## src/include/gpp_cfg.svh

```systemverilog
`ifndef GPP_CFG_SVH
`define GPP_CFG_SVH

// Register byte offsets on the APB
`define GPP_ADDR_W            12
`define GPP_OFF_EIGHT_STATE   12'h000
`define GPP_OFF_FOUR_STATE    12'h004
`define GPP_OFF_BIDIR_DIR     12'h008
`define GPP_OFF_BIDIR_OUT     12'h00c
`define GPP_OFF_BIDIR_STATE   12'h010
`define GPP_OFF_BIDIR_PULLUP  12'h014

// Field positions
`define GPP_FLD_EIGHT_LSB     0
`define GPP_FLD_FOUR_LSB      0
`define GPP_FLD_BIDIR_LSB     0

// Reset values
`define GPP_RST_DIR           4'h0
`define GPP_RST_OUT           4'h0
`define GPP_RST_PULLUP        4'h0
`define GPP_RST_OE_N          4'hf

// Value shown by undefined and reserved read bits
`define GPP_UNDEF_FILL        32'h0000_0000

// Pin synchroniser depth
`define GPP_SYNC_STAGES       2

`endif

```

## src/include/gpp_pkg.sv

```systemverilog
`default_nettype none

package gpp_pkg;

  // APB slave sequencing, one-hot
  typedef enum logic [1:0] {
    GPP_ST_IDLE = 2'b01,
    GPP_ST_RESP = 2'b10
  } gpp_apb_state_t;

endpackage

`default_nettype wire

```

## src/hw/gpp_sync.sv

```systemverilog
`timescale 1ns/1ps
`default_nettype none

module gpp_sync #(
  parameter int WIDTH = 1
) (
  // Clock and reset
  input  wire logic             clk_sys,
  input  wire logic             rst,
  // Asynchronous level in, synchronised level out
  input  wire logic [WIDTH-1:0] pin_async,
  output logic      [WIDTH-1:0] pin_synced
);

  logic [WIDTH-1:0] meta_q;
  logic [WIDTH-1:0] meta_d;
  logic [WIDTH-1:0] sync_q;
  logic [WIDTH-1:0] sync_d;

  // First stage is read only by the second stage
  always_comb begin
    meta_d = pin_async;
    sync_d = meta_q;
  end

  always_ff @(posedge clk_sys) begin
    if (rst) begin
      meta_q <= '0;
      sync_q <= '0;
    end else begin
      meta_q <= meta_d;
      sync_q <= sync_d;
    end
  end

  assign pin_synced = sync_q;

endmodule

`default_nettype wire

```

## src/hw/gpp_top.sv

```systemverilog
// Functional notes
// - Eight-pin first port is input only, never driven.
// - First port state read always returns its current pin levels.
// - First port state register is 8-bit read-only; writes change nothing.
// - Second port has four input-only pins.
// - Second port read gives pins on bits 3..0, undefined on 7..4.
// - Second port state register is 8-bit read-only; writes ignored.
// - Third port has four pins, each input or output.
// - Direction register is write-only; reads return an undefined value.
// - Direction bit 1 drives the pin, 0 makes it input; reset 0.
// - Output data bits 3..0 are read/write, reset to 0.
// - Output pin reads back its output data bit.
// - Input pin reads back its actual pin level.
// - Third port state register is 8-bit read-only; writes ignored.
// - Input pin with pull-up bit 1 has its pull-up on.
// - Pull-up control bits 3..0 read/write, reset 0, pull-ups off.
// - Reserved bits 7..4 of data, state, pull-up read undefined.
`timescale 1ns/1ps
`default_nettype none
`include "gpp_cfg.svh"

module gpp_top #(
  parameter int EIGHT_W = 8,
  parameter int FOUR_W  = 4,
  parameter int BIDIR_W = 4
) (
  // Clock and reset
  input  wire logic                   clk_sys,
  input  wire logic                   rst,
  // APB slave
  input  wire logic                   psel,
  input  wire logic                   penable,
  input  wire logic                   pwrite,
  input  wire logic [`GPP_ADDR_W-1:0] paddr,
  input  wire logic [31:0]            pwdata,
  output logic      [31:0]            prdata,
  output logic                        pready,
  output logic                        pslverr,
  // Input-only ports
  input  wire logic [EIGHT_W-1:0]     in_eight_pin,
  input  wire logic [FOUR_W-1:0]      in_four_pin,
  // Bidirectional port
  input  wire logic [BIDIR_W-1:0]     bidir_pin_lvl,
  output logic      [BIDIR_W-1:0]     bidir_pin_drv,
  output logic      [BIDIR_W-1:0]     bidir_pin_oe_n,
  output logic      [BIDIR_W-1:0]     bidir_pullup_en
);

  // Pin synchronisers
  localparam int SYNC_W = EIGHT_W + FOUR_W + BIDIR_W;

  logic [SYNC_W-1:0]  pins_sync;
  logic [EIGHT_W-1:0] eight_s;
  logic [FOUR_W-1:0]  four_s;
  logic [BIDIR_W-1:0] bidir_s;

  // Input-only ports have no driver at all, only a sampling path
  gpp_sync #(
    .WIDTH (SYNC_W)
  ) u_sync (
    .clk_sys    (clk_sys),
    .rst        (rst),
    .pin_async  ({bidir_pin_lvl, in_four_pin, in_eight_pin}),
    .pin_synced (pins_sync)
  );

  assign eight_s = pins_sync[EIGHT_W-1:0];
  assign four_s  = pins_sync[EIGHT_W+FOUR_W-1:EIGHT_W];
  assign bidir_s = pins_sync[SYNC_W-1:EIGHT_W+FOUR_W];

  // Bus decode
  logic access;
  logic commit;
  logic wr_commit;
  logic hit_eight;
  logic hit_four;
  logic hit_dir;
  logic hit_out;
  logic hit_state;
  logic hit_pullup;
  logic hit_any;

  gpp_pkg::gpp_apb_state_t st_q;
  gpp_pkg::gpp_apb_state_t st_d;

  // Access phase seen, answer not yet given
  assign access     = psel && penable && (st_q == gpp_pkg::GPP_ST_IDLE);
  // Edge at which the master samples pready high
  assign commit     = psel && penable && pready;
  assign wr_commit  = commit && pwrite && !pslverr;
  assign hit_eight  = (paddr == `GPP_OFF_EIGHT_STATE);
  assign hit_four   = (paddr == `GPP_OFF_FOUR_STATE);
  assign hit_dir    = (paddr == `GPP_OFF_BIDIR_DIR);
  assign hit_out    = (paddr == `GPP_OFF_BIDIR_OUT);
  assign hit_state  = (paddr == `GPP_OFF_BIDIR_STATE);
  assign hit_pullup = (paddr == `GPP_OFF_BIDIR_PULLUP);
  assign hit_any    = hit_eight || hit_four || hit_dir || hit_out || hit_state || hit_pullup;

  // Bidirectional port control state
  logic [BIDIR_W-1:0] dir_q;
  logic [BIDIR_W-1:0] dir_d;
  logic [BIDIR_W-1:0] dout_q;
  logic [BIDIR_W-1:0] dout_d;
  logic [BIDIR_W-1:0] pcr_q;
  logic [BIDIR_W-1:0] pcr_d;
  logic [BIDIR_W-1:0] oe_n_q;
  logic [BIDIR_W-1:0] oe_n_d;
  logic [BIDIR_W-1:0] pull_q;
  logic [BIDIR_W-1:0] pull_d;
  logic [BIDIR_W-1:0] pin_view;

  always_comb begin
    dir_d  = dir_q;
    dout_d = dout_q;
    pcr_d  = pcr_q;
    // Read-only state registers have no write path here
    if (wr_commit && hit_dir) begin
      dir_d = pwdata[`GPP_FLD_BIDIR_LSB +: BIDIR_W];
    end
    if (wr_commit && hit_out) begin
      dout_d = pwdata[`GPP_FLD_BIDIR_LSB +: BIDIR_W];
    end
    if (wr_commit && hit_pullup) begin
      pcr_d = pwdata[`GPP_FLD_BIDIR_LSB +: BIDIR_W];
    end
    // Pin drivers follow the next values so pad and registers change together
    oe_n_d = ~dir_d;
    // Pull-up only on inputs, so it never fights a driven level
    pull_d = pcr_d & ~dir_d;
  end

  always_ff @(posedge clk_sys) begin
    if (rst) begin
      dir_q  <= `GPP_RST_DIR;
      dout_q <= `GPP_RST_OUT;
      pcr_q  <= `GPP_RST_PULLUP;
      oe_n_q <= `GPP_RST_OE_N;
      pull_q <= `GPP_RST_PULLUP;
    end else begin
      dir_q  <= dir_d;
      dout_q <= dout_d;
      pcr_q  <= pcr_d;
      oe_n_q <= oe_n_d;
      pull_q <= pull_d;
    end
  end

  // Pin state view, one mux per pin
  generate
    for (genvar i = 0; i < BIDIR_W; i++) begin : g_view
      assign pin_view[i] = dir_q[i] ? dout_q[i] : bidir_s[i];
    end
  endgenerate

  // APB answer
  logic [31:0] rdata_q;
  logic [31:0] rdata_d;
  logic        ready_q;
  logic        ready_d;
  logic        err_q;
  logic        err_d;
  logic [31:0] rsel;

  // Undefined bits are filled with a fixed pattern, never with stale data
  always_comb begin
    rsel = `GPP_UNDEF_FILL;
    if (hit_eight) begin
      rsel[`GPP_FLD_EIGHT_LSB +: EIGHT_W] = eight_s;
    end else if (hit_four) begin
      rsel[`GPP_FLD_FOUR_LSB +: FOUR_W] = four_s;
    end else if (hit_out) begin
      rsel[`GPP_FLD_BIDIR_LSB +: BIDIR_W] = dout_q;
    end else if (hit_state) begin
      rsel[`GPP_FLD_BIDIR_LSB +: BIDIR_W] = pin_view;
    end else if (hit_pullup) begin
      rsel[`GPP_FLD_BIDIR_LSB +: BIDIR_W] = pcr_q;
    end else begin
      // Direction reads give the fill, never the stored setting
      rsel = `GPP_UNDEF_FILL;
    end
  end

  // One wait state: the answer is registered so every output is a flop
  always_comb begin
    st_d    = st_q;
    ready_d = 1'b0;
    err_d   = 1'b0;
    rdata_d = rdata_q;
    case (st_q)
      gpp_pkg::GPP_ST_IDLE: begin
        if (access) begin
          st_d    = gpp_pkg::GPP_ST_RESP;
          ready_d = 1'b1;
          err_d   = !hit_any;
          rdata_d = (pwrite || !hit_any) ? 32'h0000_0000 : rsel;
        end
      end
      gpp_pkg::GPP_ST_RESP: begin
        st_d = gpp_pkg::GPP_ST_IDLE;
      end
      default: begin
        st_d = gpp_pkg::GPP_ST_IDLE;
      end
    endcase
  end

  always_ff @(posedge clk_sys) begin
    if (rst) begin
      st_q    <= gpp_pkg::GPP_ST_IDLE;
      ready_q <= 1'b0;
      err_q   <= 1'b0;
      rdata_q <= 32'h0000_0000;
    end else begin
      st_q    <= st_d;
      ready_q <= ready_d;
      err_q   <= err_d;
      rdata_q <= rdata_d;
    end
  end

  assign prdata          = rdata_q;
  assign pready          = ready_q;
  assign pslverr         = err_q;
  assign bidir_pin_drv   = dout_q;
  assign bidir_pin_oe_n  = oe_n_q;
  assign bidir_pullup_en = pull_q;
endmodule

`default_nettype wire

```

## config.mk

```make
export PLATFORM = sky130hd
export DESIGN_NAME = gpp_top
export DESIGN_NICKNAME = d
export VERILOG_FILES = /design/src/include/gpp_pkg.sv /design/src/hw/gpp_sync.sv /design/src/hw/gpp_top.sv
export VERILOG_INCLUDE_DIRS = /design/src /design/src/include
export SDC_FILE = /design/constraint.sdc
export NUM_CORES = 1
export LEC_CHECK = 0
export BUFFER_PORTS_ARGS = -buffer_cell sky130_fd_sc_hd__clkbuf_2
export CORE_ASPECT_RATIO = 0.75
export CORE_MARGIN = 1
export CORE_UTILIZATION = 50
export DETAILED_ROUTE_END_ITERATION = 12
export MAX_ROUTING_LAYER = met4
export PLACE_DENSITY_LB_ADDON = 0.08
export SETUP_SLACK_MARGIN = 0.4
export SYNTH_ARGS = -nofsm -noshare
export SYNTH_HDL_FRONTEND = slang
export SYNTH_SLANG_ARGS = --single-unit
```

## constraint.sdc

```tcl
create_clock -name clk_sys -period 2.9 [get_ports clk_sys]
set_input_delay 0.58 -clock clk_sys [delete_from_list [all_inputs] [get_ports clk_sys]]
set_output_delay 0.58 -clock clk_sys [all_outputs]
set_load 0.01 [all_outputs]
```

-- After elaboration in Yosys (flattened, before gate mapping)
Index checks and enable logic that the tools add are counted.
- bitwise logic cells: 4
- muxes and demuxes: 13
- equality and inequality tests: 6
- reduce and logical (&&, ||, !) cells: 20
- operator list (operator ; count):
    equality test 12 x 4 -> 1 bit, second input constant ; 2
    equality test 12 x 5 -> 1 bit, second input constant ; 2
    2-to-1 mux 4 bit ; 6
    2-to-1 mux 8 bit ; 2
    equality test 12 x 3 -> 1 bit, second input constant ; 1
    zero test 12 bit ; 1
    logical AND 1 bit ; 8
    logical OR 1 bit ; 6
    2-to-1 mux 1 bit ; 5
    bitwise AND 4 bit ; 1
    NOT 4 bit ; 1
    OR reduction 3 bit ; 1
    equality test 2 x 1 -> 1 bit, second input constant ; 1
    zero test 1 bit ; 2
    NOT 1 bit ; 2
    AND reduction 2 bit ; 1
    OR reduction 2 bit ; 1
- output and inout port bits: 46
- register bits: 88
- logic and storage cells: 54

-- Longest topological paths before layout
- depth in word-level cells: 9
- mapped depth: 7
- depth with buffers taken out: 5

-- By module
From an unflattened synthesis, not the netlist that was laid out.
- cell total of the unflattened synthesis: 245
- area total of the unflattened synthesis: 2486.1 µm²
- by module, submodules not included (module ; area each (µm²) ; times used ; seq. area each (µm²) ; cells an instance):
    gpp_top ; 1622.8 ; 1 ; 640.6 ; 178
    gpp_sync ; 863.3 ; 1 ; 640.6 ; 67

-- Worst setup path after synthesis
No wires, ideal clock.
- path type: input to register
- from: input port paddr[9]
- to: register pull_q[0] (netlist: bidir_pullup_en[0])
- arrival time: 1791 ps
- setup time: 80 ps
- cell stages on the path: 7
- path slack: 1029 ps
- path through: nor4_2 -> and3_1 -> buf_6 -> and3_1 -> buf_6 -> mux2i_1 -> nor3b_1
- cells in the longest elaborated chain, start to end: 5
- RTL lines (item ; line ; text):
    start, declared ; gpp_top.sv:34 ; input wire logic [`GPP_ADDR_W-1:0] paddr,
    equality test 12 x 4 -> 1 bit (no line) ; - ;
    logical AND 1 bit ; gpp_top.sv:117 ; if (wr_commit && hit_dir) begin
    2-to-1 mux 4 bit ; gpp_top.sv:117 ;
    NOT 4 bit ; gpp_top.sv:129 ; pull_d = pcr_d & ~dir_d;
    bitwise AND 4 bit * ; gpp_top.sv:129 ;
    end signal, assigned ; gpp_top.sv:138 ; pull_q <= `GPP_RST_PULLUP;
    end signal, assigned ; gpp_top.sv:144 ; pull_q <= pull_d;
    end, declared ; gpp_top.sv:108 ; logic [BIDIR_W-1:0] pull_q;
Mark *: on every way between the ends. The rest lies on a longest branch, timed or not.
A chain may end at the register's enable or synchronous reset.

-- Worst setup path after layout
- from: input port paddr[5]
- to: register pull_q[1] (netlist: bidir_pullup_en[1])
The elaborated chain is that of the path after synthesis.

==> flow_summary.yaml <==
sta:
  rsz0062_at_grt: "no"
  tightest_slew_ns: 0.612
  hold_viol: 0
  hold_slack_ns: 0.434
  max_freq_mhz: 503
  maxSlewHeadroom_pct: 58.9
  fin_tns_setup_ns: 0
  fin_skew_ns: 0.00453
  maxSlewViolCount: 0
  fin_crit_sh_pct: 68.5
  setup_violations: 0
  period_minus_slack_ns: 1.99
route:
  avgRoutedWirePerCell_um: 11.0
  ant_nets: 0
  avgViaCountPerCell: 4.59
  wirelength_um: 4010
  drtIter0Drc: 64
  first_pass_iters: 4
  drc: 0
  num_vias: 1670
yosys:
  synth-xor-area-share_pct: 0
  synthesis.area_um2: 2440
  synth_area_leaders: "dfxtp_1 (53%), nor2b_1 (9.2%), buf_4 (7.4%), mux2i_1 (5.7%), nor2_1 (3.4%)"
  synth_top_family_by_area: "simple AND/OR/NAND/NOR gates"
  synth_mux_area_share_pct: 5.75
  netlist_instances: 244
  synth-compound-area-share_pct: 6.67
  syn_area_per_cell_um2: 9.99
  ys_types: 32
  synth_top_area_share_pct: 52.5
  seq_area_frac_synth_pct: 52.5
  synthSimpleGateAreaFrac_pct: 24.4
  yosysWarningCount: 0
  synth_largest_area_cell: "dfxtp_1"
  synth-seq-cells: 64
  synth_fa_ha_area_share_pct: 0
place:
  dpl.hpwl_um: 2980
  place.gp.congestion: 0.814
  io_buffers: 58
global_route:
  antenna_found_initial: 0
  grt_max_degree: 57
  first_global_vias: 1462
  grt_first_pass_wirelength_um: 6650
  grt_use_total_pct: 18.1
  grt_overflow: 0
worst_setup_path:
  reg2regPathDepth: 5
  critPathKind: "primary input to flop"
  cp.arrival_ns: 2.24
  slowest_delay_ns: 0.37
  cp_cell_sequence: "clkbuf_2 -> nor3_1 -> and3_1 -> and3_1 -> mux2i_1 -> nor3b_1"
  cp-end-kind: "flop"
  critical_path_peak_fanout: 7
  critPathLaunchType: "primary input"
  cp_slowest_cell: "nor3_1"
  worstPathRequired_ns: 3.16
  path_common_cell: "and3_1"
finish:
  area_delta_synth_final_pct: 16.9
  num_antenna_cells: 0
  fin_nets: 367
  drive_above_1_share_pct: 25.7
clock_network:
  cts.sinks: 64
  tritoncts: "yes"
  tritoncts.num_buffers: 9
  cts_hold_buf: 0
  clk_pin_slew_worst_paths_ns: 0.07
  ctsHtreeMaxLevel: 3
  clockRootBuffer: "clkbuf_8"
  postCtsSetupRepairBufs: 0
  cts_resized: 0
  clk_latency_ns: 0.34
  cts_buffer_depth: 2
floorplan:
  core_um2: 4570
  initial_core_util_pct: 53.3
  die_w_um: 82.6
  num_io_pins: 111
  die-area_um2: 5160
  rows: 21
  dieHeight_um: 62.5
power_and_ir_drop:
  vdd_ir_drop_max_v: 0.000478
  power.density_nw_per_um2: 610
  power.leakage_nw: 1.28
flow_run:
  maxCapViolCount: 0
hold_path:
  hold_path_class: "flop to flop"
  hold_depth: 1
run_status:
  status: "finished, final reports clean"
[cell families (layout without fill, tap and decap cells)]
logic type,Yosys count,count (layout)
flip-flops,64,64
other,1,24
multiplexers,14,14
AO/OA/AOI/OAI,23,23
AND/OR/NAND/NOR,102,102
buffers and inverters,40,80
[cell usage after synthesis]
cell / number
dfxtp_1: 64
nor2b_1: 36
buf_4: 24
nor2_1: 22
mux2i_1: 14
nand2_1: 11
clkbuf_1: 8
nor3b_1: 6
inv_1: 5
a22oi_1: 4
a31oi_1: 4
a32oi_1: 4
nand2b_1: 4
nor3_1: 4
o31ai_1: 4
or2_1: 4
a21oi_1: 3
and3_1: 2
and3b_1: 2
buf_6: 2
nand3_1: 2
nand3b_1: 2
nor4_2: 2
o21ai_0: 2
o32ai_1: 2
and2_1: 1
and2_2: 1
buf_2: 1
conb_1: 1
nand4_1: 1
nand4b_4: 1
or3_1: 1
[layout make-up]
| type | count | area, µm² |
|---|---|---|
| Timing Repair Buffer | 59 | 298 |
| Multi-Input combinational cell | 163 | 987 |
| Sequential cell | 64 | 1280 |
| Clock buffer | 9 | 124 |
| Tap cell | 57 | 71.3 |
| Inverter | 5 | 18.8 |
| Fill cell | 420 | 1720 |
| Clock inverter | 7 | 71.3 |
[worst max-delay path: cells and delay by family]
kind,cells,cell delay (ns)
AND/OR/NAND/NOR,4,1.29
multiplexers,1,0.29
buffers and inverters,1,0.08
[layout by cell type, fill, tap and decap left out, types with 5 or more instances in the layout]
master	instances
clkbuf_8	9
clkbuf_2	58
nor2b_1	36
nand2_1	11
inv_1	5
dfxtp_1	64
nor3b_1	6
mux2i_1	14
conb_1	24
nor2_1	22
[metrics by stage]
stage          utilization, %  power (W)  worst slack, ns  instances  cell area [µm²]
2_1_floorplan               -    0.00101             1.03        267             2520
3_3_place_gp             58.1    0.00103            0.599        348             2660
3_5_place_dp             58.1    0.00103            0.582        348             2660
4_1_cts                  62.4    0.00176            0.942        364             2850
5_1_grt                  62.4    0.00183            0.743        364             2850
6_report                 62.4    0.00174            0.913        364             2850
[where the power goes]
group	total, W	switching [W]	internal, W
clock network	0.000732	0.000337	0.000396
logic	0.000100	0.0000591	0.0000410
registers	0.000908	0.00000619	0.000902
[state kept, by name, summed over array words and instances, names as in the netlist]
signal	flops
pready	1
dir_q	4
pslverr	1
pcr_q	4
u_sync.meta_q	16
prdata	8
bidir_pin_oe_n	4
bidir_pin_drv	4
bidir_pullup_en	4
st_q	2
u_sync.pin_synced	16
[routing by layer]
layer	GRT usage (%)	routed length [µm]	vias to the layer above	share of wire (%)
met3	8.76	301	3	7.5
met2	23.9	1580	63	40
li1	-	-	885	-
met5	-	0	-	0
met4	3.88	34	0	0.85
met1	24.8	2090	719	52
[worst paths after layout]
path                            slack, ns                    to              from
worst max-delay path                 0.91    bidir_pullup_en[1]          paddr[5]
worst min-delay path                 0.43  u_sync.pin_synced[3]  u_sync.meta_q[3]
worst max register to register       1.31    bidir_pullup_en[1]            pready
worst min register to register       0.43  u_sync.pin_synced[3]  u_sync.meta_q[3]
Note: power is estimated with default switching activity, not from simulation.
